## config.mk

```make
export PLATFORM = sky130hd
export DESIGN_NAME = sspf_status
export DESIGN_NICKNAME = d
export VERILOG_FILES = /design/src/sspf_detect.sv /design/src/sspf_status.sv
export SDC_FILE = /design/constraint.sdc
export NUM_CORES = 1
export LEC_CHECK = 0
export BUFFER_PORTS_ARGS = -buffer_cell sky130_fd_sc_hd__buf_2
export CAP_MARGIN = 20
export CORE_ASPECT_RATIO = 0.75
export CORE_MARGIN = 1
export CORE_UTILIZATION = 60
export CTS_BUF_LIST = sky130_fd_sc_hd__clkbuf_16
export DETAILED_ROUTE_END_ITERATION = 6
export HOLD_SLACK_MARGIN = 0.05
export PLACE_DENSITY_LB_ADDON = 0.12
export REMOVE_ABC_BUFFERS = 1
export SLEW_MARGIN = 20
export SYNTH_ARGS = -nofsm -noshare
export SYNTH_HDL_FRONTEND = slang
export SYNTH_SLANG_ARGS = --single-unit
```

## constraint.sdc

```tcl
create_clock -name sys_clk -period 5.4 [get_ports sys_clk]
set_input_delay 0.54 -clock sys_clk [delete_from_list [all_inputs] [get_ports sys_clk]]
set_output_delay 0.54 -clock sys_clk [all_outputs]
set_load 0.02 [all_outputs]
```

## src/sspf_detect.sv

```systemverilog
`timescale 1ns/1ps
`default_nettype none

package sspf_pkg;
  localparam int CLK_PERIOD_NS = 4;
  localparam int SCL_HALF_NS = 5000;
  localparam int SCL_HALF_CYC = SCL_HALF_NS / CLK_PERIOD_NS;
  localparam int DIV_W = 11;
  localparam logic [DIV_W-1:0] DIV_RELOAD = DIV_W'(SCL_HALF_CYC - 1);
  localparam logic [DIV_W-1:0] DIV_ZERO = 11'h000;

  localparam logic [7:0] ADDR_STATUS = 8'h00;
  localparam logic [7:0] ADDR_CONTROL = 8'h04;
  localparam logic [7:0] ADDR_SLAVE = 8'h08;
  localparam logic [7:0] ADDR_BUFFER = 8'h0C;
  localparam logic [7:0] ADDR_IRQ_STAT = 8'h10;
  localparam logic [7:0] ADDR_IRQ_MASK = 8'h14;
  localparam logic [7:0] ADDR_IDLE = 8'h18;

  localparam int ST_STOP = 4;
  localparam int ST_START = 3;
  localparam int ST_RW = 2;
  localparam int ST_UA = 1;
  localparam int ST_BF = 0;

  localparam int CTL_W = 13;
  localparam int CTL_MASTER = 0;
  localparam int CTL_TENBIT = 1;
  localparam int CTL_ENABLE = 5;
  localparam int CTL_SEN = 8;
  localparam int CTL_REPEAT_START_ENABLE = 9;
  localparam int CTL_PEN = 10;
  localparam int CTL_RECEIVE_ENABLE = 11;
  localparam int CTL_ACK_SEQUENCE_ENABLE = 12;
  localparam logic [CTL_W-1:0] CTL_RESET = 13'h0000;

  localparam int IRQ_W = 3;
  localparam int IRQ_BYTE = 0;
  localparam int IRQ_START = 1;
  localparam int IRQ_STOP = 2;

  localparam logic [4:0] TENBIT_HDR = 5'h1E;
  localparam logic [3:0] BIT_LAST = 4'h7;
  localparam logic [3:0] BIT_DONE = 4'h8;
  localparam logic [3:0] BIT_ZERO = 4'h0;
  localparam logic [7:0] BYTE_ZERO = 8'h00;
  localparam logic [31:0] WORD_ZERO = 32'h00000000;

  typedef enum logic [2:0] {
    SLV_IDLE,
    SLV_ADDR,
    SLV_RX,
    SLV_ACK,
    SLV_TX,
    SLV_TACK
  } sspf_slv_e;

  typedef enum logic [1:0] {
    MPH_DATA,
    MPH_HIGH,
    MPH_LOW
  } sspf_mph_e;
endpackage : sspf_pkg

module sspf_cond_det
  import sspf_pkg::*;
(
  input wire logic sys_clk,
  input wire logic rst,
  input wire logic scl_i,
  input wire logic sda_i,
  output logic scl_s,
  output logic sda_s,
  output logic scl_rise,
  output logic scl_fall,
  output logic start_p,
  output logic stop_p
);
  logic scl_meta_reg, scl_sync_reg, scl_last_reg;
  logic sda_meta_reg, sda_sync_reg, sda_last_reg;

  always_ff @(posedge sys_clk or posedge rst) begin
    if (rst) begin
      scl_meta_reg <= 1'b1;
      scl_sync_reg <= 1'b1;
      scl_last_reg <= 1'b1;
      sda_meta_reg <= 1'b1;
      sda_sync_reg <= 1'b1;
      sda_last_reg <= 1'b1;
    end else begin
      scl_meta_reg <= scl_i;
      scl_sync_reg <= scl_meta_reg;
      scl_last_reg <= scl_sync_reg;
      sda_meta_reg <= sda_i;
      sda_sync_reg <= sda_meta_reg;
      sda_last_reg <= sda_sync_reg;
    end
  end

  // A data change while the clock line stays high marks a bus condition.
  always_comb begin
    scl_s = scl_sync_reg;
    sda_s = sda_sync_reg;
    scl_rise = scl_sync_reg & ~scl_last_reg;
    scl_fall = ~scl_sync_reg & scl_last_reg;
    start_p = scl_sync_reg & scl_last_reg & sda_last_reg & ~sda_sync_reg;
    stop_p = scl_sync_reg & scl_last_reg & ~sda_last_reg & sda_sync_reg;
  end
endmodule : sspf_cond_det

`default_nettype wire

```

## src/sspf_status.sv

```systemverilog
`timescale 1ns/1ps
`default_nettype none

module sspf_status
  import sspf_pkg::*;
(
  input wire logic sys_clk,
  input wire logic rst,
  input wire logic [7:0] avs_address,
  input wire logic avs_read,
  input wire logic avs_write,
  input wire logic [31:0] avs_writedata,
  output logic [31:0] avs_readdata,
  output logic avs_waitrequest,
  output logic irq,
  input wire logic scl_i,
  output logic scl_o,
  output logic scl_oe_n,
  input wire logic sda_i,
  output logic sda_o,
  output logic sda_oe_n
);
  logic scl_s, sda_s, scl_rise, scl_fall, start_p, stop_p;

  sspf_cond_det u_det (
    .sys_clk(sys_clk),
    .rst(rst),
    .scl_i(scl_i),
    .sda_i(sda_i),
    .scl_s(scl_s),
    .sda_s(sda_s),
    .scl_rise(scl_rise),
    .scl_fall(scl_fall),
    .start_p(start_p),
    .stop_p(stop_p)
  );

  sspf_slv_e slv_reg, slv_next;
  sspf_mph_e mph_reg, mph_next;
  logic [3:0] bitcnt_reg, bitcnt_next, mcnt_reg, mcnt_next;
  logic [7:0] shreg_reg, shreg_next, mshreg_reg, mshreg_next;
  logic [7:0] rxbuf_reg, rxbuf_next, txbuf_reg, txbuf_next;
  logic [7:0] saddr_reg, saddr_next;
  logic [CTL_W-1:0] ctl_reg, ctl_next;
  logic [IRQ_W-1:0] istat_reg, istat_next, imask_reg, imask_next;
  logic [DIV_W-1:0] div_reg, div_next;
  logic stop_reg, stop_next, start_reg, start_next;
  logic rw_reg, rw_next, ua_reg, ua_next, bf_reg, bf_next;
  logic txdir_reg, txdir_next, mtx_reg, mtx_next;
  logic irq_reg, irq_next, wait_reg, wait_next;
  logic [31:0] rdata_reg, rdata_next;
  logic scl_oe_n_reg, scl_oe_n_next, sda_oe_n_reg, sda_oe_n_next;

  logic req, acc, en, master, tick, match, idle;
  logic [7:0] status;
  logic [IRQ_W-1:0] ev;

  always_comb begin
    req = avs_read | avs_write;
    acc = req & ~wait_reg;
    en = ctl_reg[CTL_ENABLE];
    master = ctl_reg[CTL_MASTER];
    tick = (div_reg == DIV_ZERO);
    // Idle needs every sequence enable and the transmit flag low.
    idle = ~(mtx_reg | ctl_reg[CTL_SEN] | ctl_reg[CTL_REPEAT_START_ENABLE] |
             ctl_reg[CTL_PEN] | ctl_reg[CTL_RECEIVE_ENABLE] | ctl_reg[CTL_ACK_SEQUENCE_ENABLE]);
    status = BYTE_ZERO;
    status[ST_STOP] = stop_reg;
    status[ST_START] = start_reg;
    // Master mode reports the transfer, slave mode the latched bit.
    status[ST_RW] = master ? mtx_reg : rw_reg;
    status[ST_UA] = ua_reg;
    status[ST_BF] = bf_reg;
    if (ctl_reg[CTL_TENBIT]) begin
      match = (shreg_reg[7:3] == TENBIT_HDR) &&
              (shreg_reg[2:1] == saddr_reg[2:1]);
    end else begin
      match = (shreg_reg[7:1] == saddr_reg[7:1]);
    end
  end

  always_comb begin
    slv_next = slv_reg;
    mph_next = mph_reg;
    bitcnt_next = bitcnt_reg;
    mcnt_next = mcnt_reg;
    shreg_next = shreg_reg;
    mshreg_next = mshreg_reg;
    rxbuf_next = rxbuf_reg;
    txbuf_next = txbuf_reg;
    saddr_next = saddr_reg;
    ctl_next = ctl_reg;
    istat_next = istat_reg;
    imask_next = imask_reg;
    stop_next = stop_reg;
    start_next = start_reg;
    rw_next = rw_reg;
    ua_next = ua_reg;
    bf_next = bf_reg;
    txdir_next = txdir_reg;
    mtx_next = mtx_reg;
    scl_oe_n_next = scl_oe_n_reg;
    sda_oe_n_next = sda_oe_n_reg;
    rdata_next = rdata_reg;
    ev = '0;
    div_next = tick ? DIV_RELOAD : div_reg - 1'b1;
    // A request is held one cycle so the read mux settles first.
    wait_next = ~(req & wait_reg);
    if (req && wait_reg) begin
      case (avs_address)
        ADDR_STATUS: rdata_next = {24'h000000, status};
        ADDR_CONTROL: rdata_next = {19'h00000, ctl_reg};
        ADDR_SLAVE: rdata_next = {24'h000000, saddr_reg};
        ADDR_BUFFER: rdata_next = {24'h000000, rxbuf_reg};
        ADDR_IRQ_STAT: rdata_next = {29'h00000000, istat_reg};
        ADDR_IRQ_MASK: rdata_next = {29'h00000000, imask_reg};
        ADDR_IDLE: rdata_next = {31'h00000000, idle};
        default: rdata_next = WORD_ZERO;
      endcase
    end

    if (acc && avs_write) begin
      case (avs_address)
        ADDR_CONTROL: ctl_next = avs_writedata[CTL_W-1:0];
        ADDR_SLAVE: begin
          saddr_next = avs_writedata[7:0];
          ua_next = 1'b0;
        end
        ADDR_BUFFER: begin
          txbuf_next = avs_writedata[7:0];
          bf_next = 1'b1;
          if (en && master && !mtx_reg) begin
            mtx_next = 1'b1;
            mshreg_next = avs_writedata[7:0];
            mcnt_next = BIT_ZERO;
            mph_next = MPH_DATA;
            div_next = DIV_RELOAD;
          end
        end
        ADDR_IRQ_STAT: istat_next = istat_reg & ~avs_writedata[IRQ_W-1:0];
        ADDR_IRQ_MASK: imask_next = avs_writedata[IRQ_W-1:0];
        default: ;
      endcase
    end
    if (acc && avs_read && avs_address == ADDR_BUFFER && !txdir_reg) begin
      bf_next = 1'b0;
    end

    if (en && start_p) begin
      start_next = 1'b1;
      stop_next = 1'b0;
      ev[IRQ_START] = 1'b1;
    end else if (en && stop_p) begin
      stop_next = 1'b1;
      start_next = 1'b0;
      ev[IRQ_STOP] = 1'b1;
    end

    if (en && !master) begin
      if (start_p || stop_p) begin
        // The latched direction stops being meaningful here.
        rw_next = 1'b0;
        txdir_next = 1'b0;
        sda_oe_n_next = 1'b1;
        bitcnt_next = BIT_ZERO;
        slv_next = start_p ? SLV_ADDR : SLV_IDLE;
      end else begin
        case (slv_reg)
          SLV_ADDR, SLV_RX: begin
            if (scl_rise && bitcnt_reg != BIT_DONE) begin
              shreg_next = {shreg_reg[6:0], sda_s};
              bitcnt_next = bitcnt_reg + 1'b1;
            end
            if (scl_fall && bitcnt_reg == BIT_DONE) begin
              if (slv_reg == SLV_RX) begin
                rxbuf_next = shreg_reg;
                bf_next = 1'b1;
                ev[IRQ_BYTE] = 1'b1;
                sda_oe_n_next = 1'b0;
                slv_next = SLV_ACK;
              end else if (match) begin
                rw_next = shreg_reg[0];
                txdir_next = shreg_reg[0];
                ua_next = ctl_reg[CTL_TENBIT];
                sda_oe_n_next = 1'b0;
                slv_next = SLV_ACK;
              end else begin
                slv_next = SLV_IDLE;
              end
            end
          end
          SLV_ACK: begin
            if (scl_fall) begin
              bitcnt_next = BIT_ZERO;
              if (txdir_reg) begin
                shreg_next = txbuf_reg;
                sda_oe_n_next = txbuf_reg[7];
                slv_next = SLV_TX;
              end else begin
                sda_oe_n_next = 1'b1;
                slv_next = SLV_RX;
              end
            end
          end
          SLV_TX: begin
            if (scl_rise) begin
              bitcnt_next = bitcnt_reg + 1'b1;
              if (bitcnt_reg == BIT_LAST) begin
                bf_next = 1'b0;
                ev[IRQ_BYTE] = 1'b1;
              end
            end
            if (scl_fall) begin
              if (bitcnt_reg == BIT_DONE) begin
                sda_oe_n_next = 1'b1;
                slv_next = SLV_TACK;
              end else begin
                sda_oe_n_next = shreg_reg[6];
                shreg_next = {shreg_reg[6:0], 1'b1};
              end
            end
          end
          SLV_TACK: begin
            if (scl_rise) begin
              if (sda_s) begin
                rw_next = 1'b0;
                txdir_next = 1'b0;
                slv_next = SLV_IDLE;
              end else begin
                slv_next = SLV_ACK;
              end
            end
          end
          default: slv_next = SLV_IDLE;
        endcase
      end
    end

    // Master sends one byte at a fixed rate; the conditions stay software's.
    if (en && master && mtx_reg && tick) begin
      case (mph_reg)
        MPH_DATA: begin
          scl_oe_n_next = 1'b0;
          sda_oe_n_next = (mcnt_reg == BIT_DONE) ? 1'b1 : mshreg_reg[7];
          mph_next = MPH_HIGH;
        end
        MPH_HIGH: begin
          scl_oe_n_next = 1'b1;
          mph_next = MPH_LOW;
        end
        MPH_LOW: begin
          scl_oe_n_next = 1'b0;
          mshreg_next = {mshreg_reg[6:0], 1'b1};
          mcnt_next = mcnt_reg + 1'b1;
          mph_next = MPH_DATA;
          if (mcnt_reg == BIT_LAST) begin
            bf_next = 1'b0;
            ev[IRQ_BYTE] = 1'b1;
          end
          if (mcnt_reg == BIT_DONE) begin
            mtx_next = 1'b0;
            scl_oe_n_next = 1'b1;
            sda_oe_n_next = 1'b1;
          end
        end
        default: mph_next = MPH_DATA;
      endcase
    end

    if (!en) begin
      stop_next = 1'b0;
      start_next = 1'b0;
      rw_next = 1'b0;
      ua_next = 1'b0;
      bf_next = 1'b0;
      txdir_next = 1'b0;
      mtx_next = 1'b0;
      slv_next = SLV_IDLE;
      scl_oe_n_next = 1'b1;
      sda_oe_n_next = 1'b1;
    end

    // Events are merged after the software clear so a set is never lost.
    istat_next = istat_next | ev;
    irq_next = |(istat_next & imask_next);
  end

  always_ff @(posedge sys_clk or posedge rst) begin
    if (rst) begin
      slv_reg <= SLV_IDLE;
      mph_reg <= MPH_DATA;
      bitcnt_reg <= BIT_ZERO;
      mcnt_reg <= BIT_ZERO;
      shreg_reg <= BYTE_ZERO;
      mshreg_reg <= BYTE_ZERO;
      rxbuf_reg <= BYTE_ZERO;
      txbuf_reg <= BYTE_ZERO;
      saddr_reg <= BYTE_ZERO;
      ctl_reg <= CTL_RESET;
      istat_reg <= '0;
      imask_reg <= '0;
      div_reg <= DIV_RELOAD;
      stop_reg <= 1'b0;
      start_reg <= 1'b0;
      rw_reg <= 1'b0;
      ua_reg <= 1'b0;
      bf_reg <= 1'b0;
      txdir_reg <= 1'b0;
      mtx_reg <= 1'b0;
      irq_reg <= 1'b0;
      wait_reg <= 1'b1;
      rdata_reg <= WORD_ZERO;
      scl_oe_n_reg <= 1'b1;
      sda_oe_n_reg <= 1'b1;
    end else begin
      slv_reg <= slv_next;
      mph_reg <= mph_next;
      bitcnt_reg <= bitcnt_next;
      mcnt_reg <= mcnt_next;
      shreg_reg <= shreg_next;
      mshreg_reg <= mshreg_next;
      rxbuf_reg <= rxbuf_next;
      txbuf_reg <= txbuf_next;
      saddr_reg <= saddr_next;
      ctl_reg <= ctl_next;
      istat_reg <= istat_next;
      imask_reg <= imask_next;
      div_reg <= div_next;
      stop_reg <= stop_next;
      start_reg <= start_next;
      rw_reg <= rw_next;
      ua_reg <= ua_next;
      bf_reg <= bf_next;
      txdir_reg <= txdir_next;
      mtx_reg <= mtx_next;
      irq_reg <= irq_next;
      wait_reg <= wait_next;
      rdata_reg <= rdata_next;
      scl_oe_n_reg <= scl_oe_n_next;
      sda_oe_n_reg <= sda_oe_n_next;
    end
  end

  // Both lines are open drain, so the driven level is always low.
  always_comb begin
    avs_readdata = rdata_reg;
    avs_waitrequest = wait_reg;
    irq = irq_reg;
    scl_o = 1'b0;
    sda_o = 1'b0;
    scl_oe_n = scl_oe_n_reg;
    sda_oe_n = sda_oe_n_reg;
  end
endmodule : sspf_status

`default_nettype wire

```

Word level (Yosys, flattened, before mapping)
Cells that the tools add are included. Widths: inputs -> output; s select.

$add $sub $neg: 3. Equality and inequality tests: 42. Multiplexer cells: 128. Bitwise logic cells: 27. Reductions and logical operators: 39.

Operators by type and width (number): $pmux 13 s7 (1); $mux 8 (10); $mux 1 (74); $mux 11 (4); $mux 3 (13); $mux 4 (9); $ne 4x4->1 const B (8); $eq 8x5->1 const B (3); $pmux 8 s3 (1); $eq 8x4->1 const B (2); $logic_and 1x1->1 (15); $mux 2 (7); $pmux 3 s4 (1); $pmux 4 s3 (1); $logic_not 11->1 (1); $sub 11x1->11 const B (1); $ne 2x2->1 const B (5); $reduce_and 5->1 (2); $and 1x1->1 (9); $ne 3x3->1 const B (3); $add 4x1->4 const B (2); $eq 4x3->1 const B (2); $eq 4x4->1 const B (2); $eq 8x3->1 const B (1); other kinds (34) (62).

Register bits: 131. Bits of input ports: 46. Logic and storage cells: 269.

Depth between registers and ports, before layout
Depth after elaboration: 15. Mapped depth: 9.

Modules after synthesis
A second synthesis with hierarchy kept.

Cells, all modules: 569. Area total of the unflattened synthesis: 5856.9 µm².

Modules (own cells, without submodules): sspf_status (times used 1, cells each 558, area each 5662.9 µm², seq. area each 2662.6 µm²); sspf_cond_det (times used 1, cells each 11, area each 193.9 µm², seq. area each 157.7 µm²).

Worst setup path before layout
No wires, ideal clock.

Path type: input to register. Start: input port avs_address[0]. End: register ctl_reg[0]. Library setup time: 0.125 ns. Arrival: 2.438 ns. Slack: 2.837 ns. Cell stages on the path: 6. Path buffers: 2. Cell sequence: or4_1 -> nor4b_2 -> and3_1 -> clkbuf_1 -> buf_4 -> mux2_2.

Longest elaborated chain between the ends: 2.

Ends and longest elaborated chain: from (decl) (line sspf_status.sv:9) `input wire logic [7:0] avs_address,`; $eq 8x3->1 (line sspf_status.sv:123) `case (avs_address)`; $reduce_and 2->1 (no line); to (signal assigned) (line sspf_status.sv:325) `ctl_reg <= ctl_next;`; to (decl) (line sspf_status.sv:44) `logic [CTL_W-1:0] ctl_reg, ctl_next;`.

No other way between the ends. A chain may end at the register's enable or synchronous reset.

Worst setup path in the final report
Start: input port avs_address[0]. End: register div_reg[2].

Longest elaborated chain between the ends: 3.

Ends and longest elaborated chain: $eq 8x4->1 (line sspf_status.sv:123); $mux 11 (line sspf_status.sv:123); $mux 11 (line sspf_status.sv:122) `if (acc && avs_write) begin`; net div_next[2] (line sspf_status.sv:46) `logic [DIV_W-1:0] div_reg, div_next;`; to (signal assigned) (line sspf_status.sv:328) `div_reg <= div_next;`; to (decl) (line sspf_status.sv:46).

The timed path passes the listed nets, and every way through them passes these cells.

==> results.toml <==
[worst_hold_path]
min-delay-start = "scl_i"
hold_path_depth = 1
min_to = "u_det.scl_meta_reg"
hold_path.class = "in -> reg"

[synthesis]
syn_area_per_cell_sq_um = 10.1
netlist_instances = 584
synth_top_flop_cell = "dfrtp_1"
ys_types = 71
yosysWarnings = 0
ys_ff_latch = 112
seq_area_frac_synth = 0.478
synth_edf_count = 0
netlist_area_sq_mm = 0.00590
synthArstFlopShare = 1.00

[sta]
setup_ws_ps = 2380
period_minus_slack_ps = 3020
worst_pin_slew_ps = 984
hold-worst-slack_ps = 282
relSlewSlack = 0.342
max_freq_mhz = 331
hold_viol_final = 0
tns_ps = 0
rsz0062_at_grt = "no"
setup_violations = 0
maxSlewViolCount = 0
min_period_over_period = 0.559
clock_skew_ps = 5.86

[die]
die_w_microns = 117
die_h_microns = 87.9
start_util = 0.634
rows = 30
core_area_sq_mm = 0.00931
fp.dieArea_sq_mm = 0.0102
ios = 84

[global_routing]
gr-usage-all-layers = 0.284
grt-ovfl-total = 0
grt_max_degree = 59
antenna_found_initial = 0
grt_pass1_wl_microns = 21600
grt_pass1_vias = 4156

[layout]
areaGrowthSynthToFinish_pct = 8.67
num_antenna_cells = 0
drive_gt1_frac = 0.210
design_area_sq_mm = 0.00641
layout.nets = 670

[setup_path]
timing.rr.end = "div_reg[2]"
cp_max_fo = 16
reg2reg_from = "ctl_reg[0]"
start_kind = "input port"
crit_path_end_kind = "flop"
reg2reg_slack_ps = 2460
arrival_ps = 3240
cp.required_ps = 5610
crit_type = "in -> reg"
reg2regPathDepth = 5

[place]
placed_area_sq_mm = 0.00611
hpwl_microns = 9740
place.gp.congestion = 0.910
portBuffers = 43
post-place-ws_ps = 2050

[clock_network]
cts_max_level = 3
insertion_delay_ps = 350
numClockSinks = 112
numCtsBuffers = 9
root_buffer = "clkbuf_16"
path_clk_slew_ps = 70
hold_buffers = 0
cts_tree = "built"
post-cts-setup-buffer-count = 0
cts-resized-gates = 0
clk_path_buf_depth = 2

[job]
max-cap-violations = 0

[routing]
drt-initial-drc-count = 504
route.vias.total = 4526
wl_per_cell_microns = 18.1
dr.pass1.iters = 6
postRouteAntennaNets = 0
drc = 0
vias_per_cell = 6.06
drt_wl_total_microns = 13500

[power_and_ir_drop]
worst_ir_drop_vdd_mv = 0.199
leakage_nw = 3.08
pwr_density_cell_mw_per_mm2 = 256

[outcome]
status = "completed"
==> worst max-delay path by stage <==
stage	startpoint	end	depth (start not counted)
2_1_floorplan	rst	avs_readdata[0]	1
3_3_place_gp	avs_address[0]	div_reg[2]	6
3_5_place_dp	avs_address[0]	div_reg[8]	6
4_1_cts	avs_address[0]	div_reg[4]	6
5_1_grt	avs_address[0]	div_reg[4]	6
6_report	avs_address[0]	div_reg[2]	6
==> logic make-up (layout without fill, tap and decap cells) <==
kind of cell    Yosys count  count (layout)  synth area share
simple gates            202             202             0.178
compound gates          108             108             0.114
buf+inv                  71              86            0.0613
mux                      63              63             0.121
xor+xnor                 17              17            0.0252
other cells               1              21          0.000635
fa+ha+maj                10              10            0.0212
flops                   112             112             0.478
==> report_power, final <==
| part | internal, mW | switching, mW |
|---|---|---|
| registers | 0.852 | 0.0112 |
| logic | 0.0297 | 0.0707 |
| clock network | 0.366 | 0.313 |
| total | 1.25 | 0.395 |
==> routing by layer <==
metal / vias to the layer above / GRT usage / wire [microns]
li1: 2078 / - / -
met1: 2213 / 0.429 / 6470
met2: 216 / 0.412 / 5780
met3: 19 / 0.0678 / 1140
met4: 0 / 0.0653 / 137
met5: - / 0 / 0
==> worst max-delay path, stage by stage <==
cell     delay [ps]
buf_2            90
or4_1           580
nor2_1          380
nand4_1         870
o21ai_1         670
nor2_1          100
==> cell usage after synthesis (all sizes together) (7+ instances only) <==
cell	count	share of area
dfrtp	98	0.42
nand2	77	0.049
o21ai	41	0.035
mux2	39	0.074
nor2	36	0.023
buf	30	0.035
inv	23	0.015
a21oi	22	0.019
mux2i	21	0.036
clkbuf	18	0.011
dfstp	14	0.062
nand3	12	0.010
nor3	11	0.0093
ha	10	0.021
xnor2	9	0.013
xor2	8	0.012
and2	7	0.0078
nor4	7	0.011
==> per-stage QoR <==
step                      instances  power, mW   util
final                           747       1.64  0.689
after global routing            747       1.70  0.689
after CTS                       747       1.66  0.689
after detailed placement        731      0.979  0.656
after global placement          731      0.976  0.656
after floorplan                 556      0.937      -
==> cell usage in the layout, fill, tap and decap left out, drive strengths merged, types with 4 or more instances in the layout <==
master  count
nor3       11
nand2      77
o21ai      41
and2        7
xnor2       9
xor2        8
a21oi      22
buf        47
mux2i      21
nand3      12
mux2       39
dfstp      14
nor3b       6
o211ai      5
a32o        4
nor2       36
a22oi       6
dfrtp      98
clkbuf      9
nand2b      4
o31ai       5
inv        26
nand4       5
ha         10
nor2b       6
nor4        7
and3        6
conb       21
or4         6
==> area by class of cell <==
cell class	instances	area [sq um]
tap	128	160
clock buffer	9	225
multi-input combinational	421	2800
timing repair buffer	47	245
inverter	23	88.8
sequential	112	2820
clock inverter	7	78.8
fill	747	2900
(Power assumes the default switching activity.)
